<file path="src/cpu_core_regs_pkg.sv">
// Constants, types and carriers for the CPU core register set.
// Assumes a 32-bit AXI4-Lite register bus and an 8-bit stack memory port.
`default_nettype none
package cpu_core_regs_pkg;
    localparam int AXI_AW = 8;
    localparam logic [7:0] OFF_ACC = 8'h00;
    localparam logic [7:0] OFF_IDX_X = 8'h04;
    localparam logic [7:0] OFF_IDX_Y = 8'h08;
    localparam logic [7:0] OFF_PC = 8'h0C;
    localparam logic [7:0] OFF_FLAGS = 8'h10;
    localparam logic [7:0] OFF_STACK = 8'h14;
    localparam logic [7:0] OFF_CMD = 8'h18;
    localparam logic [7:0] OFF_STATUS = 8'h1C;
    localparam logic [1:0] RESP_OKAY = 2'h0;
    localparam logic [1:0] RESP_SLVERR = 2'h2;
    // Condition flag bit positions
    localparam int FLG_C = 0;
    localparam int FLG_Z = 1;
    localparam int FLG_N = 2;
    localparam int FLG_I0 = 3;
    localparam int FLG_H = 4;
    localparam int FLG_I1 = 5;
    localparam logic [7:0] FLAGS_RST = 8'hE8;
    localparam logic [7:0] FLAGS_FIXED = 8'hC0;
    localparam logic [1:0] PRIO_TRAP = 2'h3;
    // Stack window: upper nine bits forced
    localparam logic [8:0] SP_HIGH = 9'h003;
    localparam logic [6:0] SP_RST = 7'h7F;
    localparam logic [6:0] SP_STEP = 7'h01;
    localparam logic [2:0] LEN_CTX = 3'h5;
    localparam logic [2:0] LEN_RET = 3'h2;
    localparam logic [2:0] LEN_CC = 3'h1;
    localparam logic [2:0] ITEM_PCL = 3'h0;
    localparam logic [2:0] ITEM_PCH = 3'h1;
    localparam logic [2:0] ITEM_X = 3'h2;
    localparam logic [2:0] ITEM_A = 3'h3;
    localparam logic [2:0] ITEM_CC = 3'h4;
    localparam int ST_BUSY_BIT = 0;
    localparam int ST_PEND_BIT = 1;

    typedef enum logic [4:0] {
        OP_NOP = 5'h00, OP_LD_A = 5'h01, OP_LD_X = 5'h02, OP_LD_Y = 5'h03,
        OP_LD_S = 5'h04, OP_ADD = 5'h05, OP_ADC = 5'h06, OP_SUB = 5'h07,
        OP_AND = 5'h08, OP_SHL = 5'h09, OP_SCF = 5'h0A, OP_RCF = 5'h0B,
        OP_SIM = 5'h0C, OP_RIM = 5'h0D, OP_RSP = 5'h0E, OP_CALL = 5'h0F,
        OP_RET = 5'h10, OP_INTERRUPT_RETURN_INSTR = 5'h11, OP_TRAP = 5'h12, OP_PUSH_CC = 5'h13,
        OP_POP_CC = 5'h14
    } op_t;

    typedef enum logic [1:0] {
        ST_IDLE = 2'b00, ST_PUSH = 2'b01, ST_POP_REQ = 2'b10, ST_POP_CAP = 2'b11
    } seq_st_t;

    typedef enum logic [1:0] {
        K_CTX = 2'b00, K_RET = 2'b01, K_CC = 2'b10
    } seq_kind_t;

    typedef struct packed {
        logic [15:0] addr;
        logic [2:0] rsvd;
        op_t op;
        logic [7:0] data;
    } cmd_t;

    typedef struct packed {
        logic we;
        logic re;
        logic [15:0] addr;
        logic [7:0] wdata;
    } stk_port_t;
endpackage
`default_nettype wire

</file>
<file path="src/cpu_core_register_set.sv">
// Programmer-visible register set of an 8-bit core, with stack sequencer.
// Assumes an AXI4-Lite master on I_CLK and a stack RAM whose read data is
// valid in the cycle in which O_STK.re is high.
`timescale 1ns/1ps
`default_nettype none

// Functional notes
// - One 8-bit accumulator feeds and receives ALU and load results.
// - Two 8-bit index registers; the second is never saved by interrupt context.
// - Program counter is 16 bits, low and high bytes separately handled.
// - Flags register is 8 bits with mask, four flags, pushable and poppable.
// - Flags reset to upper three bits set and bit 3 set.
// - Half carry follows carry from bit 3 to 4 on add and add-with-carry.
// - Mask bit 3 set on interrupt entry or by software; blocks all but trap.
// - Requests during mask stay pending and are taken once mask clears.
// - Negative flag copies bit 7 of each operation result.
// - Zero flag set when the result is zero, cleared otherwise.
// - Carry from arithmetic, set/clear instructions and shifts.
// - Priority bit 5 loaded on entry, bit 3 set as mask; both alterable by instructions.
// - Priority levels encode as 10, 01, 00 and 11 for levels 0 to 3.
// - Stack pointer addresses next free byte; decrement after push, increment before pop.
// - 128-byte stack, nine upper bits fixed, reset and reinit give low seven set.
// - Stack pointer wraps silently at both limits.
// - Low stack pointer byte is loadable and readable.
// - Interrupt entry writes the low program counter byte first.
// - Call uses two stack bytes, interrupt five, restored on return.
module cpu_core_register_set
(
    input wire logic I_CLK,
    input wire logic I_RESET_N,
    input wire logic I_AWVALID,
    output logic O_AWREADY,
    input wire logic [cpu_core_regs_pkg::AXI_AW-1:0] I_AWADDR,
    input wire logic I_WVALID,
    output logic O_WREADY,
    input wire logic [31:0] I_WDATA,
    input wire logic [3:0] I_WSTRB,
    output logic O_BVALID,
    input wire logic I_BREADY,
    output logic [1:0] O_BRESP,
    input wire logic I_ARVALID,
    output logic O_ARREADY,
    input wire logic [cpu_core_regs_pkg::AXI_AW-1:0] I_ARADDR,
    output logic O_RVALID,
    input wire logic I_RREADY,
    output logic [31:0] O_RDATA,
    output logic [1:0] O_RRESP,
    input wire logic I_IRQ_REQ,
    input wire logic [1:0] I_IRQ_PRIO,
    input wire logic [15:0] I_IRQ_VECTOR,
    output logic O_IRQ_ACK,
    output cpu_core_regs_pkg::stk_port_t O_STK,
    input wire logic [7:0] I_STK_RDATA
);
    import cpu_core_regs_pkg::*;

    logic [7:0] acc_ff, nxt_acc;
    logic [7:0] x_ff, nxt_x;
    logic [7:0] y_ff, nxt_y;
    logic [15:0] pc_ff, nxt_pc;
    logic [7:0] flags_ff, nxt_flags;
    logic [6:0] sp_ff, nxt_sp;
    seq_st_t st_ff, nxt_st;
    seq_kind_t kind_ff, nxt_kind;
    logic [2:0] cnt_ff, nxt_cnt;
    logic [15:0] vec_ff, nxt_vec;
    logic entry_ff, nxt_entry;
    logic [1:0] prio_ff, nxt_prio;
    logic pend_ff;
    stk_port_t stk_ff, nxt_stk;
    logic ack_ff;
    logic [AXI_AW-1:0] awaddr_ff;
    logic aw_full_ff, w_full_ff, awready_ff, wready_ff, bvalid_ff, arready_ff, rvalid_ff;
    logic [31:0] wdata_ff, rdata_ff;
    logic [3:0] wstrb_ff;
    logic [1:0] bresp_ff, rresp_ff;

    function automatic logic is_mapped(input logic [AXI_AW-1:0] a);
        return (a == OFF_ACC) || (a == OFF_IDX_X) || (a == OFF_IDX_Y) || (a == OFF_PC) ||
               (a == OFF_FLAGS) || (a == OFF_STACK) || (a == OFF_CMD) || (a == OFF_STATUS);
    endfunction

    function automatic logic [7:0] nz_flags(input logic [7:0] f, input logic [7:0] v);
        logic [7:0] r;
        r = f;
        r[FLG_N] = v[7];
        r[FLG_Z] = (v == 8'h00);
        return r;
    endfunction

    // Returns {carry, half carry, result}
    function automatic logic [9:0] alu(input op_t op, input logic [7:0] a, input logic [7:0] b,
                                       input logic cin);
        logic [8:0] s;
        logic [4:0] hs;
        logic ci;
        ci = cin & (op == OP_ADC);
        hs = {1'b0, a[3:0]} + {1'b0, b[3:0]} + {4'h0, ci};
        case (op)
            OP_ADD, OP_ADC: s = {1'b0, a} + {1'b0, b} + {8'h00, ci};
            OP_SUB: s = {1'b0, a} - {1'b0, b};
            OP_AND: s = {cin, a & b};
            OP_SHL: s = {a, 1'b0};
            default: s = {cin, b};
        endcase
        return {s[8], hs[4], s[7:0]};
    endfunction

    function automatic logic [2:0] seq_len(input seq_kind_t k);
        return (k == K_CTX) ? LEN_CTX : ((k == K_RET) ? LEN_RET : LEN_CC);
    endfunction

    // Bus decode
    wire aw_hs = I_AWVALID & awready_ff;
    wire w_hs = I_WVALID & wready_ff;
    wire ar_hs = I_ARVALID & arready_ff;
    wire idle = (st_ff == ST_IDLE);
    // Writes wait for the sequencer, so stacked context never changes mid-push
    wire wr_go = aw_full_ff & w_full_ff & ~bvalid_ff & idle;
    wire wr_lane0 = wr_go & wstrb_ff[0];
    wire cmd_go = wr_lane0 & (awaddr_ff == OFF_CMD);
    wire cmd_t cmd = cmd_t'(wdata_ff);
    // Mask, an idle sequencer and no bus write gate entry, whatever level is running
    wire irq_go = idle & ~wr_go & pend_ff & ~flags_ff[FLG_I0];
    wire nxt_pend = I_IRQ_REQ | (pend_ff & ~irq_go);
    wire [9:0] alu_r = alu(cmd.op, acc_ff, cmd.data, flags_ff[FLG_C]);
    wire [15:0] sp_word = {SP_HIGH, sp_ff};
    wire [6:0] sp_dec = sp_ff - SP_STEP;
    wire [6:0] sp_inc = sp_ff + SP_STEP;
    wire last = (cnt_ff == seq_len(kind_ff) - 3'h1);
    wire [2:0] base = (kind_ff == K_CC) ? ITEM_CC : ITEM_PCL;
    wire [2:0] push_item = base + cnt_ff;
    wire [2:0] pop_item = base + seq_len(kind_ff) - 3'h1 - cnt_ff;
    wire [7:0] flags_rd = flags_ff | FLAGS_FIXED;
    wire [7:0] push_byte = (push_item == ITEM_PCL) ? pc_ff[7:0] :
                           (push_item == ITEM_PCH) ? pc_ff[15:8] :
                           (push_item == ITEM_X) ? x_ff :
                           (push_item == ITEM_A) ? acc_ff : flags_rd;
    wire [31:0] rd_word = (I_ARADDR == OFF_ACC) ? {24'h000000, acc_ff} :
                          (I_ARADDR == OFF_IDX_X) ? {24'h000000, x_ff} :
                          (I_ARADDR == OFF_IDX_Y) ? {24'h000000, y_ff} :
                          (I_ARADDR == OFF_PC) ? {16'h0000, pc_ff} :
                          (I_ARADDR == OFF_FLAGS) ? {24'h000000, flags_rd} :
                          (I_ARADDR == OFF_STACK) ? {16'h0000, sp_word} :
                          (I_ARADDR == OFF_STATUS) ?
                          {30'h00000000, pend_ff, ~idle} : 32'h00000000;
    wire nxt_aw_full = aw_hs | (aw_full_ff & ~wr_go);
    wire nxt_w_full = w_hs | (w_full_ff & ~wr_go);
    wire nxt_bvalid = wr_go | (bvalid_ff & ~I_BREADY);
    wire nxt_rvalid = ar_hs | (rvalid_ff & ~I_RREADY);

    always_comb
    begin
        nxt_acc = acc_ff;
        nxt_x = x_ff;
        nxt_y = y_ff;
        nxt_pc = pc_ff;
        nxt_flags = flags_ff;
        nxt_sp = sp_ff;
        nxt_st = st_ff;
        nxt_kind = kind_ff;
        nxt_cnt = cnt_ff;
        nxt_vec = vec_ff;
        nxt_entry = entry_ff;
        nxt_prio = prio_ff;
        nxt_stk = '0;
        case (st_ff)
            ST_IDLE:
            begin
                nxt_cnt = 3'h0;
                if (cmd_go)
                begin
                    case (cmd.op)
                        OP_LD_A:
                        begin
                            nxt_acc = cmd.data;
                            nxt_flags = nz_flags(flags_ff, cmd.data);
                        end
                        OP_LD_X:
                        begin
                            nxt_x = cmd.data;
                            nxt_flags = nz_flags(flags_ff, cmd.data);
                        end
                        OP_LD_Y:
                        begin
                            nxt_y = cmd.data;
                            nxt_flags = nz_flags(flags_ff, cmd.data);
                        end
                        OP_LD_S: nxt_sp = cmd.data[6:0];
                        OP_ADD, OP_ADC, OP_SUB, OP_AND, OP_SHL:
                        begin
                            nxt_acc = alu_r[7:0];
                            nxt_flags = nz_flags(flags_ff, alu_r[7:0]);
                            nxt_flags[FLG_C] = alu_r[9];
                            if (cmd.op == OP_ADD || cmd.op == OP_ADC)
                                nxt_flags[FLG_H] = alu_r[8];
                        end
                        OP_SCF: nxt_flags[FLG_C] = 1'b1;
                        OP_RCF: nxt_flags[FLG_C] = 1'b0;
                        OP_SIM:
                        begin
                            nxt_flags[FLG_I1] = 1'b1;
                            nxt_flags[FLG_I0] = 1'b1;
                        end
                        OP_RIM:
                        begin
                            nxt_flags[FLG_I1] = 1'b1;
                            nxt_flags[FLG_I0] = 1'b0;
                        end
                        OP_RSP: nxt_sp = SP_RST;
                        OP_CALL, OP_TRAP:
                        begin
                            nxt_st = ST_PUSH;
                            nxt_kind = (cmd.op == OP_CALL) ? K_RET : K_CTX;
                            nxt_vec = cmd.addr;
                            nxt_entry = (cmd.op == OP_TRAP);
                            nxt_prio = PRIO_TRAP;
                        end
                        OP_PUSH_CC:
                        begin
                            nxt_st = ST_PUSH;
                            nxt_kind = K_CC;
                            nxt_entry = 1'b0;
                        end
                        OP_RET, OP_INTERRUPT_RETURN_INSTR, OP_POP_CC:
                        begin
                            nxt_st = ST_POP_REQ;
                            nxt_kind = (cmd.op == OP_RET) ? K_RET :
                                       ((cmd.op == OP_INTERRUPT_RETURN_INSTR) ? K_CTX : K_CC);
                        end
                        default: nxt_st = ST_IDLE;
                    endcase
                end
                else if (wr_lane0)
                begin
                    if (awaddr_ff == OFF_ACC)
                        nxt_acc = wdata_ff[7:0];
                    if (awaddr_ff == OFF_IDX_X)
                        nxt_x = wdata_ff[7:0];
                    if (awaddr_ff == OFF_IDX_Y)
                        nxt_y = wdata_ff[7:0];
                    if (awaddr_ff == OFF_PC)
                        nxt_pc[7:0] = wdata_ff[7:0];
                    if (awaddr_ff == OFF_FLAGS)
                        nxt_flags = wdata_ff[7:0] | FLAGS_FIXED;
                    if (awaddr_ff == OFF_STACK)
                        nxt_sp = wdata_ff[6:0];
                end
                else if (irq_go)
                begin
                    nxt_st = ST_PUSH;
                    nxt_kind = K_CTX;
                    nxt_vec = I_IRQ_VECTOR;
                    nxt_entry = 1'b1;
                    nxt_prio = I_IRQ_PRIO;
                end
                if (wr_go && (awaddr_ff == OFF_PC) && wstrb_ff[1])
                    nxt_pc[15:8] = wdata_ff[15:8];
            end
            ST_PUSH:
            begin
                // Store at the free slot, then step down
                nxt_stk = {1'b1, 1'b0, sp_word, push_byte};
                nxt_sp = sp_dec;
                nxt_cnt = cnt_ff + 3'h1;
                if (last)
                begin
                    nxt_st = ST_IDLE;
                    if (kind_ff != K_CC)
                        nxt_pc = vec_ff;
                    if (entry_ff)
                    begin
                        // Mask wins over the loaded low priority bit
                        nxt_flags[FLG_I1] = prio_ff[1];
                        nxt_flags[FLG_I0] = 1'b1;
                    end
                end
            end
            ST_POP_REQ:
            begin
                nxt_sp = sp_inc;
                nxt_stk = {1'b0, 1'b1, SP_HIGH, sp_inc, 8'h00};
                nxt_st = ST_POP_CAP;
            end
            ST_POP_CAP:
            begin
                case (pop_item)
                    ITEM_PCL: nxt_pc[7:0] = I_STK_RDATA;
                    ITEM_PCH: nxt_pc[15:8] = I_STK_RDATA;
                    ITEM_X: nxt_x = I_STK_RDATA;
                    ITEM_A: nxt_acc = I_STK_RDATA;
                    default: nxt_flags = I_STK_RDATA | FLAGS_FIXED;
                endcase
                nxt_cnt = cnt_ff + 3'h1;
                nxt_st = last ? ST_IDLE : ST_POP_REQ;
            end
            default: nxt_st = ST_IDLE;
        endcase
    end

    always_ff @(posedge I_CLK or negedge I_RESET_N)
    begin
        if (!I_RESET_N)
        begin
            acc_ff <= 8'h00;
            x_ff <= 8'h00;
            y_ff <= 8'h00;
            pc_ff <= 16'h0000;
            flags_ff <= FLAGS_RST;
            sp_ff <= SP_RST;
            st_ff <= ST_IDLE;
            kind_ff <= K_CTX;
            cnt_ff <= 3'h0;
            vec_ff <= 16'h0000;
            entry_ff <= 1'b0;
            prio_ff <= 2'h0;
            pend_ff <= 1'b0;
            stk_ff <= '0;
            ack_ff <= 1'b0;
        end
        else
        begin
            acc_ff <= nxt_acc;
            x_ff <= nxt_x;
            y_ff <= nxt_y;
            pc_ff <= nxt_pc;
            flags_ff <= nxt_flags;
            sp_ff <= nxt_sp;
            st_ff <= nxt_st;
            kind_ff <= nxt_kind;
            cnt_ff <= nxt_cnt;
            vec_ff <= nxt_vec;
            entry_ff <= nxt_entry;
            prio_ff <= nxt_prio;
            pend_ff <= nxt_pend;
            stk_ff <= nxt_stk;
            ack_ff <= irq_go;
        end
    end

    always_ff @(posedge I_CLK or negedge I_RESET_N)
    begin
        if (!I_RESET_N)
        begin
            awaddr_ff <= '0;
            wdata_ff <= 32'h00000000;
            wstrb_ff <= 4'h0;
            aw_full_ff <= 1'b0;
            w_full_ff <= 1'b0;
            awready_ff <= 1'b0;
            wready_ff <= 1'b0;
            bvalid_ff <= 1'b0;
            bresp_ff <= RESP_OKAY;
            arready_ff <= 1'b0;
            rvalid_ff <= 1'b0;
            rdata_ff <= 32'h00000000;
            rresp_ff <= RESP_OKAY;
        end
        else
        begin
            if (aw_hs)
                awaddr_ff <= I_AWADDR;
            if (w_hs)
                wdata_ff <= I_WDATA;
            if (w_hs)
                wstrb_ff <= I_WSTRB;
            aw_full_ff <= nxt_aw_full;
            w_full_ff <= nxt_w_full;
            awready_ff <= ~nxt_aw_full;
            wready_ff <= ~nxt_w_full;
            bvalid_ff <= nxt_bvalid;
            if (wr_go)
                bresp_ff <= is_mapped(awaddr_ff) ? RESP_OKAY : RESP_SLVERR;
            arready_ff <= ~nxt_rvalid;
            rvalid_ff <= nxt_rvalid;
            if (ar_hs)
                rdata_ff <= rd_word;
            if (ar_hs)
                rresp_ff <= is_mapped(I_ARADDR) ? RESP_OKAY : RESP_SLVERR;
        end
    end

    assign O_AWREADY = awready_ff;
    assign O_WREADY = wready_ff;
    assign O_BVALID = bvalid_ff;
    assign O_BRESP = bresp_ff;
    assign O_ARREADY = arready_ff;
    assign O_RVALID = rvalid_ff;
    assign O_RDATA = rdata_ff;
    assign O_RRESP = rresp_ff;
    assign O_IRQ_ACK = ack_ff;
    assign O_STK = stk_ff;
endmodule
`default_nettype wire

</file>
<file path="config.mk">
export PLATFORM = sky130hd
export DESIGN_NAME = cpu_core_register_set
export DESIGN_NICKNAME = d
export VERILOG_FILES = /design/src/cpu_core_regs_pkg.sv /design/src/cpu_core_register_set.sv
export SDC_FILE = /design/constraint.sdc
export NUM_CORES = 1
export LEC_CHECK = 0
export ABC_AREA = 1
export BUFFER_PORTS_ARGS = -buffer_cell sky130_fd_sc_hd__buf_4
export CAP_MARGIN = 40
export CORE_MARGIN = 2
export CORE_UTILIZATION = 30
export DETAILED_ROUTE_END_ITERATION = 10
export GPL_ROUTABILITY_DRIVEN = 1
export PLACE_DENSITY = 0.56
export SLEW_MARGIN = 5
export SYNTH_ARGS = -nofsm -noshare
export SYNTH_HDL_FRONTEND = slang
export SYNTH_SLANG_ARGS = --single-unit
export TNS_END_PERCENT = 100
</file>
<file path="constraint.sdc">
create_clock -name I_CLK -period 2.4 [get_ports I_CLK]
set_input_delay 0.24 -clock I_CLK [delete_from_list [all_inputs] [get_ports I_CLK]]
set_output_delay 0.24 -clock I_CLK [all_outputs]
set_load 0.03 [all_outputs]
</file>
* Yosys cells after proc, flatten, opt, wreduce, memory -nomap -nowiden
Cells that the tools add are included.
** Storage, ports and cells
- Logic and storage cells :: 315
- Bits in registers :: 192
- Input port bits :: 86
- Output and inout bits :: 68
** Operators by class
- Eq/ne operators :: 83
- Reduce and logical (&&, ||, !) cells :: 57
- Multiplexer cells :: 93
- Add/subtract/negate cells :: 13
- Bitwise operators :: 33
** Operators by type and width (number)
- 8-bit 2-to-1 mux :: 23
- 16-bit 2-to-1 mux :: 10
- 8-bit by 5-bit == test with 1-bit output, second input constant :: 8
- 26-bit case mux with 2 select lines :: 1
- 16-bit case mux with 3 select lines :: 1
- 8-bit case mux with 2 select lines :: 3
- 5-bit by 4-bit == test with 1-bit output, second input constant :: 8
- 2-bit 2-to-1 mux :: 18
- 9-bit case mux with 4 select lines :: 1
- 8-bit by 4-bit == test with 1-bit output, second input constant :: 4
- 8-bit logical NOT :: 4
- 7-bit AND reduction :: 4
- 5-bit == test, second input constant :: 5
- 6-bit 2-to-1 mux :: 4
- 4-bit AND reduction :: 6
- 7-bit 2-to-1 mux :: 3
- 3-bit by 1-bit != test with 1-bit output, second input constant :: 7
- 7-bit case mux with 3 select lines :: 1
- 5-bit by 3-bit == test with 1-bit output, second input constant :: 4
- 2-bit by 1-bit != test with 1-bit output, second input constant :: 10
- 5-bit AND reduction :: 4
- 9-bit 2-to-1 mux :: 2
- 1-bit AND :: 17
- 8-bit by 3-bit == test with 1-bit output, second input constant :: 2
- 51 further kinds :: 129

* Depth between registers and ports, before layout
- Word-level depth :: 11
- Mapped depth :: 20
- Mapped depth without buffers :: 19

* Least setup slack after synthesis
OpenSTA, ideal clock, no wires.
- Path kind :: register to register
- Start point :: register wdata_ff[12] (netlist: cmd[12])
- End point :: register flags_ff[1]
- Setup slack :: -0.246 ns
- Data arrival time :: 2.569 ns
- Setup time :: 0.077 ns
- Cell stages (with the launch flop) :: 20
- Data required time :: 2.323 ns
- Buffers on the path :: 2
- Period minus slack after synthesis :: 2.646 ns
- Cell sequence :: dfrtp_1 -> buf_2 -> inv_1 -> buf_2 -> nand4_1 -> fa_1 -> inv_1 -> fa_1 -> nand2_1 -> nand2_1 -> nand2_1 -> o21ai_0 -> nand2_1 -> nand2_1 -> nor2_1 -> nor3_1 -> nand3_1 -> nand2_1 -> nand2_1 -> a21oi_1
** Between the ends
- Longest elaborated chain between the ends :: 8
- Elaborated cells on any way between the ends :: 20
- Classes of those cells :: add/sub: 1; eq/ne: 9; mux: 4; bitwise: 1; reduce/logical: 5
** RTL lines
- from (decl) :: line cpu_core_register_set.sv:74 : logic [31:0] wdata_ff, rdata_ff;
- from (signal assigned) :: line cpu_core_register_set.sv:346 : wdata_ff <= 32'h00000000;
- from (signal assigned) :: line cpu_core_register_set.sv:364 : wdata_ff <= I_WDATA;
- 5-bit by 3-bit == test with 1-bit output :: line cpu_core_register_set.sv:97, cpu_core_register_set.sv:99, cpu_core_register_set.sv:173
- 1-bit AND :: line cpu_core_register_set.sv:97 : ci = cin & (op == OP_ADC);
- 9-bit by 1-bit adder with 9-bit output :: line cpu_core_register_set.sv:100 : OP_ADD, OP_ADC: s = {1'b0, a} + {1'b0, b} + {8'h00, ci};
- 9-bit case mux with 4 select lines :: line cpu_core_register_set.sv:99 : case (op)
- 8-bit logical NOT :: line cpu_core_register_set.sv:87 : r[FLG_Z] = (v == 8'h00);
- 2-bit case mux with 2 select lines :: line cpu_core_register_set.sv:173 : case (cmd.op)
- 6-bit 2-to-1 mux :: line cpu_core_register_set.sv:171 : if (cmd_go)
- 3-bit case mux with 2 select lines :: line cpu_core_register_set.sv:167 : case (st_ff)
- to (signal assigned) :: line cpu_core_register_set.sv:327 : flags_ff <= nxt_flags;
- to (decl) :: line cpu_core_register_set.sv:61 : logic [7:0] flags_ff, nxt_flags;
Several ways; a longest one is shown, not always the timed one.
A chain may end at the register's enable or synchronous reset.

* Final worst setup path
- Start point :: register wdata_ff[11] (netlist: cmd[11])
- End point :: register flags_ff[1]
Same word-level chain as after synthesis.

==> out/metrics.yaml <==
run_status:
  status: "finished, violations left"
  failed_checks: "negative setup slack"
yosys:
  synth_top_cells_by_area: "dfrtp_1 (40%), nand2_1 (11%), o21ai_0 (6.6%)"
  synth.most_common_cell: "nand2_1"
  synth_cells: 1247
  syn_area_um2: 9653
  synth_top_area_share_pct: 40.44
  synth_commonest_cells: "nand2_1 (274), dfrtp_1 (156), nor2_1 (143)"
  synth.ff_latch_count: 165
  synth_area_per_cell_um2: 7.741
  synth-edff-count: 0
  synth_warnings: 0
  yosysSeqAreaShare_pct: 42.89
  synth_cell_types: 52
  yosys.area.top_type: "dfrtp_1"
  synthArstFlopShare_pct: 100.0
  ys.flop_type: "dfrtp_1"
critical_path:
  startpoint: "cmd[11]$_DFFE_PN0P_"
  crit_family: "simple AND/OR/NAND/NOR gates"
  cp_max_fo: 2
  worst_path_max_delay_cell: "fa_1"
  r2r-end: "flags_ff[1]$_DFFE_PN0P_"
  arrival_ns: 2.90
  crit_chain: "nor2_2, nand4_1, fa_2, inv_2, fa_1, nand3_1, nand2_1, nor2_2, nand3_1, nor2_1, nand3_1, nor2_1, nand3_1, nand2_1, nand2_1, a21oi_1"
  cpPeakStageDelay_ns: 0.41
  critical_path_buf_inv_count: 1
  worstSetupPathType: "register to register"
  crit_path_start_kind: "register"
  r2r_cells: 16
  endpoint: "flags_ff[1]$_DFFE_PN0P_"
  rrSetupSlack_ns: -0.14
  crit_path_end_kind: "register"
  reg2reg_from: "cmd[11]$_DFFE_PN0P_"
  cpMostUsedCell: "nand3_1"
  cp.depth: 16
  worst_ep_required_time_ns: 2.77
power_and_ir_drop:
  p_total_mw: 17.38
  p_leak_nw: 5.864
  p_seq_share_pct: 28.2
  ir_drop_mv: 0.7073
  pwr-share-comb_pct: 54.6
  p_sw_share_pct: 47.26
  p_sw_mw: 8.212
  clkPwrFrac_pct: 17.2
  p_int_mw: 9.164
  powerDensity_nw_per_um2: 1423
min_path:
  hp-class: "primary input to register"
drt:
  vias: 9456
  vias_per_cell: 5.111
  final_antenna_net_count: 0
  dr.first_iter.drc_count: 882
  drc_errors: 0
  wl_per_cell_um: 18.23
  drt-pass1-iter-count: 7
  routed_wl_mm: 33.73
final_layout:
  layout-drive-gt1-share_pct: 22.65
  area_growth_pct: 26.53
  fillers: 3291
  nets: 1554
  antenna_cells: 0
floorplan:
  initial_core_util_pct: 30.51
  die_x_um: 183.4
  ios: 154
  dieHeight_um: 183.4
  die_area_um2: 33630
  core.rowCount: 65
  core_region_area_um2: 31640
global_route:
  antenna_found_initial: 0
  grt-busiest-layer: "met2"
  grt_use_total_pct: 20.38
  grt_max_degree: 59
  grt_use_met3_pct: 5.759
  gr-usage-met1_pct: 27.87
  overflow: 0
  grt_use_met2_pct: 31.47
  grt_pass1_wl_mm: 52.11
  grt_pass1_vias: 9145
placed_design:
  io_buffers: 125
  gp_congestion: 0.9456
  pre_cts_slack_ns: -0.1601
  dpl.hpwl_mm: 26.07
timing:
  worst_slack_ns: -0.1353
  finalHoldViolCount: 0
  tightest_slew_ns: 0.8176
  slew-limit-headroom_pct: 45.30
  rsz0062_at_grt: "true"
  fin_crit_ns: 2.535
  fin_skew_ns: 0.01507
  maxSlewViolCount: 0
  finalSetupViolations: 1
  max_freq_mhz: 394.4
  min_period_over_period_pct: 105.6
clocking:
  cts_buffers: 17
  clock_path_buffers: 2
  clock_sinks: 165
  cts_tree: "built"
  htree_levels: 4
  cts.clk_slew.worst_paths_ns: 0.07
  root_buffer: "clkbuf_16"
  worstSkewPairLatency_ns: 0.44
run:
  drv_cap: 0
[repair_timing]
action,in CTS,in global routing
setup buffers,0,3
setup endpoints to repair,2,52
hold buffers,3,0
endpoints found under the hold margin,52,0
pin swaps,1,6
gates resized for setup,3,25
[layout make-up]
cell class	instances	area (um2)	area share (%)
inverters	134	510.5	4.179
multi-input cells	907	4783	39.16
repair buffers	210	1650	13.51
well taps	402	503.0	4.118
clock buffers	18	439.2	3.596
flip-flops and latches	165	4140	33.90
clock inverters	14	187.7	1.537
[sequential cells by signal, summed over array words and instances, names as in the netlist, 16 cells and up]
name     count
O_RDATA     16
O_STK       18
cmd         32
pc_ff       16
vec_ff      16
[layout by cell type (no fill, tap or decap), drive strengths merged, types with 2 or more instances in the layout]
master       instances
inv                140
bufinv               3
buf                207
o31ai                6
mux2                23
fa                   3
clkinv               4
dfrtp              156
conb                25
or2                  4
dlygate4sd3          3
o211ai              12
o21bai               2
nor4                 2
a221oi               6
nor3                19
a21boi               2
nand4               14
ha                  30
clkbuf              18
o22ai                8
o21ai              127
o311ai               8
nand2              276
nor2               151
o2111ai              3
a22oi                6
dfstp                9
nand3b               4
a21oi               73
nand3               68
xor2                 2
a31oi               26
[cells by family after synthesis]
logic type | after synthesis | synth area share [%]
adder cells (fa/ha/maj) | 33 | 4.511
AO/OA/AOI/OAI | 285 | 17.21
AND/OR/NAND/NOR | 539 | 23.42
other | 1 | 0.03885
XOR/XNOR | 2 | 0.1815
flip-flops | 165 | 42.89
buffers and inverters | 199 | 9.060
multiplexers | 23 | 2.683
[power groups by stage]
stage,clock network [mW],logic (mW),registers (mW)
floorplan,0,5.53,4.97
global placement,0,9.12,4.87
detailed placement,0,9.19,4.90
CTS,3.04,9.26,4.86
global route,3.17,10.5,5.00
finish,2.99,9.50,4.89
[layer usage]
layer,share of wire [%],vias up
li1,-,4498
met1,45,4528
met2,44,375
met3,8.8,55
met4,2.0,0
met5,0,-
[worst min path at each step]
stage	start	to	slack, ns	depth (start not counted)
after floorplan	I_RESET_N	O_ARREADY$_DFF_PN0_	-0.06	0
after global placement	I_RESET_N	O_STK[12]$_DFF_PN0_	0.25	1
after detailed placement	I_RESET_N	O_STK[14]$_DFF_PN0_	0.26	1
after CTS	I_WDATA[23]	cmd[23]$_DFFE_PN0P_	0.008	2
after global routing	I_WDATA[13]	cmd[13]$_DFFE_PN0P_	0.01	2
final	I_WDATA[23]	cmd[23]$_DFFE_PN0P_	0.02	2
[metrics by stage]
stage	instance area, um2	hold slack [ns]	instances	utilization, %	setup TNS [ns]
2_1_floorplan	9761	-0.05559	1271	-	-0.04518
3_3_place_gp	11470	0.2527	1812	36.25	-0.2242
3_5_place_dp	11470	0.2601	1812	36.25	-0.2788
4_1_cts	12130	0.008374	1847	38.35	-0.1808
5_1_grt	12210	0.01424	1850	38.61	-1.594
6_report	12210	0.02302	1850	38.61	-0.1353
No activity file was read; power rests on OpenSTA's default activity.
